## src/design/dus_pkg.sv

```systemverilog
// shared constants and types for the converter update scheduler
package dus_pkg;
  localparam int unsigned CHANNELS = 2;
  localparam int unsigned CODE_W = 12;
  localparam int unsigned BYTE_W = 8;

  // register map: byte offset = channel base + 4 * register offset
  localparam logic [11:0] CH_STRIDE = 12'h010;
  localparam logic [1:0] REG_CONTROL = 2'h0;
  localparam logic [1:0] REG_DATA_HIGH = 2'h1;
  localparam logic [1:0] REG_DATA_LOW = 2'h2;
  localparam logic [1:0] REG_LATCHED = 2'h3;

  // control register fields
  localparam int unsigned CTL_ON_BIT = 7;
  localparam int unsigned CTL_MODE_HI = 4;
  localparam int unsigned CTL_MODE_LO = 3;
  localparam int unsigned CTL_JUST_HI = 2;
  localparam int unsigned CTL_JUST_LO = 0;
  localparam logic [7:0] CTL_WRITE_MASK = 8'h9F;

  // reset values
  localparam logic [7:0] CTL_RESET = 8'h00;
  localparam logic [7:0] DATA_RESET = 8'h00;
  localparam logic [11:0] CODE_RESET = 12'h000;
  localparam logic [11:0] CODE_MIN = 12'h000;
  localparam logic [11:0] CODE_MAX = 12'hFFF;

  // update scheduling modes
  typedef enum logic [1:0] {
    MODE_ON_DEMAND = 2'h0,
    MODE_TIMER3 = 2'h1,
    MODE_TIMER4 = 2'h2,
    MODE_TIMER2 = 2'h3
  } dus_mode_type;

  // placements of the 12-bit word inside the 16-bit byte pair
  localparam logic [2:0] JUST_SHIFT0 = 3'h0;
  localparam logic [2:0] JUST_SHIFT1 = 3'h1;
  localparam logic [2:0] JUST_SHIFT2 = 3'h2;
  localparam logic [2:0] JUST_SHIFT3 = 3'h3;
  localparam logic [2:0] JUST_SHIFT4 = 3'h4;

  // ahb encodings
  localparam logic [1:0] HTRANS_NONSEQ = 2'h2;
  localparam logic HRESP_OKAY = 1'b0;

  // per-channel software-visible state
  typedef struct packed {
    logic on;
    dus_mode_type mode;
    logic [2:0] justify;
    logic [7:0] high;
    logic [7:0] low;
    logic [11:0] latched;
  } dus_chan_type;

  // timer overflow pulses
  typedef struct packed {
    logic t2;
    logic t3;
    logic t4;
  } dus_timers_type;
endpackage

```

## src/design/dus_dac_update_scheduler.sv

```systemverilog
// ahb-lite register block scheduling the input latches of two 12-bit converters
//
// Chosen here: the register addresses and register access over AHB-Lite.
`timescale 1ns/1ps
`default_nettype none

module dus_dac_update_scheduler
  import dus_pkg::*;
#(
  parameter int unsigned ADDR_W = 12
)
(
  input wire logic hclk,
  input wire logic hresetn,
  input wire logic hsel,
  input wire logic [31:0] haddr,
  input wire logic [1:0] htrans,
  input wire logic hwrite,
  input wire logic [2:0] hsize,
  input wire logic [31:0] hwdata,
  input wire logic hready,
  output logic [31:0] hrdata,
  output logic hreadyout,
  output logic hresp,
  input wire dus_timers_type timer_ovf,
  output logic [CHANNELS*CODE_W-1:0] conv_code,
  output logic [CHANNELS-1:0] conv_drive_en
);

  // address phase capture
  logic wr_pend_reg;
  logic rd_pend_reg;
  logic [ADDR_W-1:0] addr_reg;

  wire logic addr_phase = hsel && hready && (htrans == HTRANS_NONSEQ);
  wire logic word_size = (hsize == 3'h2);

  always_ff @(posedge hclk or negedge hresetn)
  begin
    if (!hresetn)
    begin
      wr_pend_reg <= 1'b0;
      rd_pend_reg <= 1'b0;
      addr_reg <= '0;
    end
    else if (hready)
    begin
      wr_pend_reg <= addr_phase && hwrite && word_size;
      rd_pend_reg <= addr_phase && !hwrite;
      addr_reg <= haddr[ADDR_W-1:0];
    end
  end

  // decode of the data-phase address; anything above the two channel windows is unmapped
  wire logic mapped = (addr_reg[ADDR_W-1:5] == '0) && (addr_reg[1:0] == 2'h0);
  wire logic sel_chan = addr_reg[4];
  wire logic [1:0] sel_reg = addr_reg[3:2];
  wire logic [7:0] wr_byte = hwdata[7:0];

  // every access completes with no wait states
  assign hreadyout = 1'b1;
  assign hresp = HRESP_OKAY;

  logic [31:0] rd_word [CHANNELS];

  genvar ch;
  generate
    for (ch = 0; ch < CHANNELS; ch++)
    begin : g_chan
      dus_chan_type st_reg;
      dus_chan_type st_next;

      wire logic hit = wr_pend_reg && mapped && (sel_chan == 1'(ch));
      wire logic wr_ctl = hit && (sel_reg == REG_CONTROL);
      wire logic wr_high = hit && (sel_reg == REG_DATA_HIGH);
      wire logic wr_low = hit && (sel_reg == REG_DATA_LOW);

      // byte pair as it will stand after this cycle's write
      wire logic [7:0] high_now = wr_high ? wr_byte : st_reg.high;
      wire logic [7:0] low_now = wr_low ? wr_byte : st_reg.low;
      wire logic [15:0] pair_now = {high_now, low_now};

      // placements: 000 right-aligned, 001..011 shifted up, 100 left-aligned
      wire logic [11:0] placed =
        (st_reg.justify == JUST_SHIFT1) ? pair_now[12:1] :
        (st_reg.justify == JUST_SHIFT2) ? pair_now[13:2] :
        (st_reg.justify == JUST_SHIFT3) ? pair_now[14:3] :
        (st_reg.justify == JUST_SHIFT4) ? pair_now[15:4] :
        pair_now[11:0];

      // the timer is chosen by the mode; on-demand ignores all timers
      wire logic timer_hit =
        (st_reg.mode == MODE_TIMER3) ? timer_ovf.t3 :
        (st_reg.mode == MODE_TIMER4) ? timer_ovf.t4 :
        (st_reg.mode == MODE_TIMER2) ? timer_ovf.t2 :
        1'b0;

      // a low-byte write never triggers; the high write does only in on-demand mode
      wire logic demand_hit = wr_high && (st_reg.mode == MODE_ON_DEMAND);
      wire logic update = demand_hit || timer_hit;

      always_comb
      begin
        st_next = st_reg;
        if (wr_ctl)
        begin
          st_next.on = wr_byte[CTL_ON_BIT];
          st_next.mode = dus_mode_type'(wr_byte[CTL_MODE_HI:CTL_MODE_LO]);
          st_next.justify = wr_byte[CTL_JUST_HI:CTL_JUST_LO];
        end
        st_next.high = high_now;
        st_next.low = low_now;
        // mode and justify in force are those before a same-cycle control write
        if (update)
        begin
          st_next.latched = placed;
        end
      end

      always_ff @(posedge hclk or negedge hresetn)
      begin
        if (!hresetn)
        begin
          st_reg.on <= CTL_RESET[CTL_ON_BIT];
          st_reg.mode <= MODE_ON_DEMAND;
          st_reg.justify <= JUST_SHIFT0;
          st_reg.high <= DATA_RESET;
          st_reg.low <= DATA_RESET;
          st_reg.latched <= CODE_RESET;
        end
        else
        begin
          st_reg <= st_next;
        end
      end

      // bits 6:5 have no storage and read zero
      wire logic [7:0] ctl_read =
        {st_reg.on, 2'b00, st_reg.mode, st_reg.justify} & CTL_WRITE_MASK;

      assign rd_word[ch] =
        (sel_reg == REG_CONTROL) ? {24'h000000, ctl_read} :
        (sel_reg == REG_DATA_HIGH) ? {24'h000000, st_reg.high} :
        (sel_reg == REG_DATA_LOW) ? {24'h000000, st_reg.low} :
        {20'h00000, st_reg.latched};

      assign conv_code[ch*CODE_W +: CODE_W] = st_reg.latched;
      // output enable of the analog stage: low keeps the pin floating
      assign conv_drive_en[ch] = st_reg.on;
    end
  endgenerate

  // read data from register contents, selected during the data phase
  wire logic [31:0] rd_sel = sel_chan ? rd_word[1] : rd_word[0];
  assign hrdata = (rd_pend_reg && mapped) ? rd_sel : 32'h00000000;

endmodule
`default_nettype wire

```

## config.mk

```make
export PLATFORM = sky130hd
export DESIGN_NAME = dus_dac_update_scheduler
export DESIGN_NICKNAME = d
export VERILOG_FILES = /design/src/design/dus_pkg.sv /design/src/design/dus_dac_update_scheduler.sv
export SDC_FILE = /design/constraint.sdc
export NUM_CORES = 1
export LEC_CHECK = 0
export BUFFER_PORTS_ARGS = -buffer_cell sky130_fd_sc_hd__buf_2
export CAP_MARGIN = 30
export CORE_AREA = 2 2 108 110
export CTS_BUF_LIST = sky130_fd_sc_hd__clkbuf_16
export CTS_CLUSTER_SIZE = 25
export DETAILED_ROUTE_END_ITERATION = 10
export DIE_AREA = 0 0 110 112
export PLACE_DENSITY = 0.89
export SLEW_MARGIN = 10
export SYNTH_ARGS = -nofsm -noshare
export SYNTH_HDL_FRONTEND = slang
export SYNTH_SLANG_ARGS = --single-unit
```

## constraint.sdc

```tcl
create_clock -name hclk -period 2.9 [get_ports hclk]
set_clock_uncertainty 0.05 [all_clocks]
set_input_delay 0.145 -clock hclk [delete_from_list [all_inputs] [get_ports hclk]]
set_output_delay 0.145 -clock hclk [all_outputs]
set_load 0.02 [all_outputs]
```

==> results of run 1 <==
## path summary, 6_finish.rpt
kind,endpoint,slack (ns)
hold reg to reg,g_chan[0].st_reg[27],0.44
setup reg to reg,conv_code[12],0.09
hold / removal,rd_pend_reg,0.06
max in group asynchronous,g_chan[0].ctl_read[1],1.92
setup / recovery,conv_code[12],0.09
min in group asynchronous,addr_reg[9],0.27
## what timing repair did
item,4_1_cts,5_1_grt
endpoints found under the setup margin,0,3
hold endpoints to repair,45,0
gates resized for setup,0,1
hold buffers,13,0
## layout make-up
class,instances,area [sq um],area share [%]
multi-input combinational,451,3290,49.7
timing repair buffer,111,713,10.8
tap,143,179,2.70
sequential,82,2050,31.0
inverter,32,120,1.81
clock inverter,7,38.8,0.586
clock buffer,9,225,3.40
## kinds of logic after synthesis
logic type      after synthesis
buf+inv                     130
other cells                   2
flops                        82
xor+xnor                      2
simple gates                183
compound gates              147
mux                          97
## synth_stat cells, drive strengths merged, types with 4 or more instances
cell type  number
mux4           14
a31oi          11
nand2b          7
nand3b          8
nor3            4
o211ai         10
clkbuf         27
nand2          62
nand3           4
o221ai          7
and2           10
inv            32
buf            71
a21oi          38
o22ai           8
nor2b           4
mux2           33
nand4           7
nor2           61
a221oi         26
and4            4
mux2i          50
a211oi         12
o21ai          20
dfrtp          82
## power breakdown
part	switching, mW	internal (mW)	total, mW
registers	0.128	1.26	1.39
logic	0.433	0.296	0.729
clock network	0.469	0.571	1.04
total	1.03	2.13	3.16
## critical path: cells and delay by family (launching register included)
kind,cells,cell delay [ns]
AND/OR/NAND/NOR,2,1.07
AO/OA/AOI/OAI,3,0.49
flip-flops,1,0.44
buffers and inverters,1,0.32
multiplexers,1,0.31
## stage by stage
stage / TNS, ns / hold slack, ns / total power, mW / instance area [sq um]
after floorplan: 0 / -0.201 / 1.98 / 6060
after global placement: 0 / 0.329 / 2.09 / 6190
after detailed placement: 0 / 0.0839 / 2.12 / 6220
after CTS: 0 / 0.0457 / 3.16 / 6620
after global routing: -0.126 / 0.0508 / 3.29 / 6620
final: 0 / 0.0645 / 3.16 / 6620
## layer usage
| layer | vias up | part of all wire (%) | GRT usage (%) |
|---|---|---|---|
| li1 | 2357 | - | - |
| met3 | 89 | 9.4 | 7.32 |
| met5 | - | 0 | 0 |
| met4 | 0 | 4.7 | 13.8 |
| met1 | 2571 | 37 | 37.4 |
| met2 | 365 | 49 | 48.7 |
==> impl_results.md, run 1 <==
* Status: finished, final reports clean
* Synth warn at 0
* I/O pins at 137
* Arrival time at the worst endpoint at 2.98 ns
* Die Span Y at ~110 microns
* Placed insts at about 810
* Buffers on Ports at 70
* Clock slew at the register clock pins of the worst setup and hold paths at around 0.070 ns
* Most common cell after layout, fill and taps aside: dfrtp_1
* Area leader, netlist: dfrtp_1
* Post-synth ARST share at between 90% and 100%
* Fillers at around 950
* Hold Path Class: in2reg
* Clock Latency Late Sink at 0.34 ns
* Period Utilization, post-route at 97.1%
* Worst slew pin tran at 0.839 ns
* Hold Vio Cnt, Final at 0
* Clock Tree Root: clkbuf_16
* RSZ-0062 raised after global routing: yes
* DRC errors left at 0
* FF-to-FF Start: addr_reg[1]
* Post-synthesis xor/xnor area fraction at less than 1%
* Number of synthesized flops with an enable pin at 0
* Max-cap violations at 0
* Layout cell share with drive strength beyond 1 at 25.7%
* Area grow syn2layout at 10.6%
* Endpoints failing setup at 0
* Combinational family with the most area after synthesis: multiplexers
* PD cells at about 480 nW/um^2
* Yosys cell types at between 50 and 60
* Seq cells post-synth at 82
* Top post-synthesis cells by area: dfrtp_1 34%, mux2i_1 7.7%, buf_4 6.4%
* Pin count of the biggest net entering global routing at 50
* Seq/Total Area, Yosys at 34.3%
* Die W at about 110 microns
* Synth top area share at about a third
* CTS sink count at 82
* Setup ws final at between 0.08 and 0.09 ns
* H-tree lvl count at 3
* Final ANT Viol Nets at 0
* Nets at roughly 760
* Post-CTS Setup Bufs at 0
* Leakage at about 3.1 nW
* Crit path required time at about 3.1 ns
* Total GRT Usage at 30.0%
* Final Non-Filler Cells at ~840
* Dpl ws at 0.174 ns
* CP Cell Sequence: nor4_4, nand4_2, buf_4, mux2i_1, a221oi_1, a221oi_2, a21oi_1
* DR WL/cell at 21.4 microns
* DP HPWL at around 13000 microns
* R2r worst-path depth at 7
* Most frequent cells in the layout: 82 x dfrtp_1, 69 x buf_2, 62 x nand2_1
* Compound-Gate Fraction of Synth Area at 17.0%
* Post-Syn Area per Cell at between 9 and 10 sq um
* Die area at 12300 sq um
* # rows at 39
* Final Max Slew Viols at 0
* Top_reg_cell synth: dfrtp_1
* CP endpoint kind: flop
* Peak supply drop at 266 uV
* Slew headroom at between 40% and 50%
* Core Box Area at between 10000 and 15000 sq um
* Vias post-DR at 5382
* Initial DRC Count at between 500 and 600
* Routed WL at 17900 microns
* Antenna violations before repair at 0
* Startpoint Class: flop
* Via density at approximately 6.4
* Clock buffers created by TritonCTS at 9
* Max reg flops at 32
* Multiplexer share of the synthesized area at between 20% and 30%
* Final Wtd Congestion at about 1.0
* FMAX at between 300 and 400 MHz
* CP startpoint: addr_reg[1]
* Starting Density at 53.6%
* Slowest CP cell: nor4_4
* Crit path max fanout at 8
* Cell area after synthesis at about 6000 sq um
* Final core area utilization at 59.3%
* First drt pass iteration count at 7
* Worst Hold Depth at 2
* Hold path startpoint: hsel
* Adder-cell share of the synthesized area at 0%
* Critical path's largest stage delay at 0.59 ns
* Fin crit period at 2.81 ns
* First-pass GRT wire length at 28300 microns
* GRT overflow at 0
* Synth Area in Simple Gates at roughly 16%
* CTS max path bufs at 2
* Cells after Synth at around 640
* CTS tree: built
* Critical path class: reg2reg
* Vias in the first global route at around 5300
* Ant diodes at 0
(Power assumes the default switching activity.)
==> run 2: changes to the inputs <==
PLACE_DENSITY = not set   (was 0.89)
PLACE_DENSITY_LB_ADDON = 0.08   (was not set)
==> impl_results.md, run 2 (synthesis results as in run 1) <==
* Status: finished, final reports clean (unchanged)
* Final ANT Viol Nets at 0 (unchanged)
* Slew headroom at 51.3% (was 43.8%)
* Core Box Area at 11200 sq um (unchanged)
* Setup ws final at 0.364 ns (was 0.0855 ns)
* Area of placed instances at 6180 sq um (was 6220 sq um)
* I/O pins at 137 (unchanged)
* FMAX at 394 MHz (was 355 MHz)
* Final total power at 3.25 mW (was 3.16 mW)
* Via density at 6.26 (was 6.45)
* Final core area utilization at 59.1% (was 59.3%)
* DP HPWL at 12300 microns (was 12700 microns)
* Clock buffers created by TritonCTS at 9 (unchanged)
* Slowest CP cell: a221oi_1 (was nor4_4)
* Ant diodes at 0 (unchanged)
* PD cells at 492 nW/um^2 (was 477 nW/um^2)
* Total GRT Usage at 29.9% (was 30.0%)
* CTS max path bufs at 2 (unchanged)
* Largest delay share family, worst path: simple AND/OR/NAND/NOR gates (unchanged)
* Endpoints failing setup at 0 (unchanged)
* Final Wtd Congestion at 0.953 (was 1.01)
* Crit path required time at 3.06 ns (was 3.07 ns)
* Layout cell share with drive strength beyond 1 at 24.9% (was 25.7%)
* Starting Density at 53.6% (unchanged)
* Arrival time at the worst endpoint at 2.70 ns (was 2.98 ns)
* Worst hold slack at 0.0262 ns (was 0.0645 ns)
* Critical path's largest stage delay at 0.42 ns (was 0.59 ns)
* Max-cap violations at 0 (unchanged)
* Register-to-register path setup slack at 0.36 ns (was 0.09 ns)
* Placed insts at 801 (was 806)
* Most common cell after layout, fill and taps aside: dfrtp_1 (unchanged)
* Clock slew at the register clock pins of the worst setup and hold paths at 0.06 ns (was 0.07 ns)
* Fillers at 1013 (was 945)
* WP buf/inv at 2 (was 1)
* Hold path startpoint: hsel (unchanged)
* Sequential cell area at 2050 sq um (unchanged)
* Clock Latency Late Sink at 0.35 ns (was 0.34 ns)
* GRT overflow at 0 (unchanged)
* DR WL/cell at 21.1 microns (was 21.4 microns)
* Antenna violations before repair at 0 (unchanged)
* Startpoint Class: flop (unchanged)
* Final Non-Filler Cells at 830 (was 835)
* Worst Hold Depth at 2 (unchanged)
* Final Max Slew Viols at 0 (unchanged)
* TNS Setup at 0 ns (unchanged)
* Crit path max fanout at 16 (was 8)
* CP endpoint kind: flop (unchanged)
* Post-CTS Setup Bufs at 0 (unchanged)
* CP Cell Sequence: nor4_4, buf_4, and4_4, mux2i_1, inv_1, a221oi_1, a21oi_1 (was nor4_4, nand4_2, buf_4, mux2i_1, a221oi_1, a221oi_2, a21oi_1)
* Die W at 110 microns (unchanged)
* Routed WL at 17500 microns (was 17900 microns)
* Hold Vio Cnt, Final at 0 (unchanged)
* Max reg flops at 32 (unchanged)
* Period Utilization, post-route at 87.5% (was 97.1%)
* Design area at 6600 sq um (was 6620 sq um)
* Leakage at 3.13 nW (was 3.14 nW)
* Most frequent cells in the layout: 82 x dfrtp_1, 69 x buf_2, 62 x nand2_1 (unchanged)
* Critical path class: reg2reg (unchanged)
* Vias in the first global route at 4986 (was 5312)
* Worst slew pin tran at 0.728 ns (was 0.839 ns)
* Pin count of the biggest net entering global routing at 62 (was 50)
* R2r worst-path depth at 7 (unchanged)
* Buffers on Ports at 70 (unchanged)
* # rows at 39 (unchanged)
* Dpl ws at 0.422 ns (was 0.174 ns)
* Die Span Y at 112 microns (unchanged)
* RR Endpoint: conv_code[22] (was conv_code[12])
* DRC errors left at 0 (unchanged)
* Footprint of the multi-input gates at 3290 sq um (about the same)
* Nets at 759 (was 764)
* FF-to-FF Start: addr_reg[1] (unchanged)
* Vias post-DR at 5196 (was 5382)
* First drt pass iteration count at 8 (was 7)
* Fin crit period at 2.54 ns (was 2.81 ns)
* H-tree lvl count at 3 (unchanged)
* CTS tree: built (unchanged)
* Hold Path Class: in2reg (unchanged)
* Die area at 12300 sq um (unchanged)
* Area grow syn2layout at 10.2% (was 10.6%)
* Hold worst-path end: rd_pend_reg (unchanged)
* Peak supply drop at 352 uV (was 266 uV)
* Clock Tree Root: clkbuf_16 (unchanged)
* CP startpoint: addr_reg[1] (unchanged)
* RSZ-0062 raised after global routing: no (was yes)
* First-pass GRT wire length at 27800 microns (was 28300 microns)
* Initial DRC Count at 339 (was 515)
* CTS sink count at 82 (unchanged)
run 2: cell count changes in the layout (fill, tap and decap cells not counted), sizes merged:
cell and change:
buf -5, bufinv +1, clkinv -1
run 2: layout make-up:
class	instances	area share [%]
Sequential cell	82	31.1
Clock inverter	7	0.948
Multi-Input combinational cell	451	49.8
Timing Repair Buffer	106	10.2
Tap cell	143	2.71
Inverter	32	1.82
Clock buffer	9	3.41
run 2: how the worst max path moves through the flow:
stage,to,cells past startpoint
CTS,conv_code[22],7
global placement,conv_code[22],7
floorplan,conv_code[17],6
global route,hrdata[6],7
finish,conv_code[22],7
detailed placement,conv_code[22],7
run 2: worst reg2reg max path, stage by stage (launching register included):
cell      delay (ns)
dfrtp_1         0.40
nor4_4          0.26
buf_4           0.21
and4_4          0.39
mux2i_1         0.40
inv_1           0.10
a221oi_1        0.42
a21oi_1         0.15
run 2: power breakdown:
group / internal [mW] / leakage [nW] / switching [mW] / total [mW]
Combinational: 0.294 / 1.97 / 0.427 / 0.721
Clock: 0.658 / 0.145 / 0.485 / 1.14
Sequential: 1.26 / 1.01 / 0.123 / 1.39
Total: 2.22 / 3.13 / 1.04 / 3.25
run 2: timing repair:
item,4_1_cts,5_1_grt
hold buffers,13,0
hold endpoints to repair,33,0
gates resized for setup,0,0
run 2: per-layer routing:
layer,global-route usage (%),vias to the layer above,wire length (microns)
met5,0,-,0
met4,15.6,0,807
met3,3.86,65,978
met2,46.3,238,8420
met1,40.6,2547,7330
li1,-,2346,-
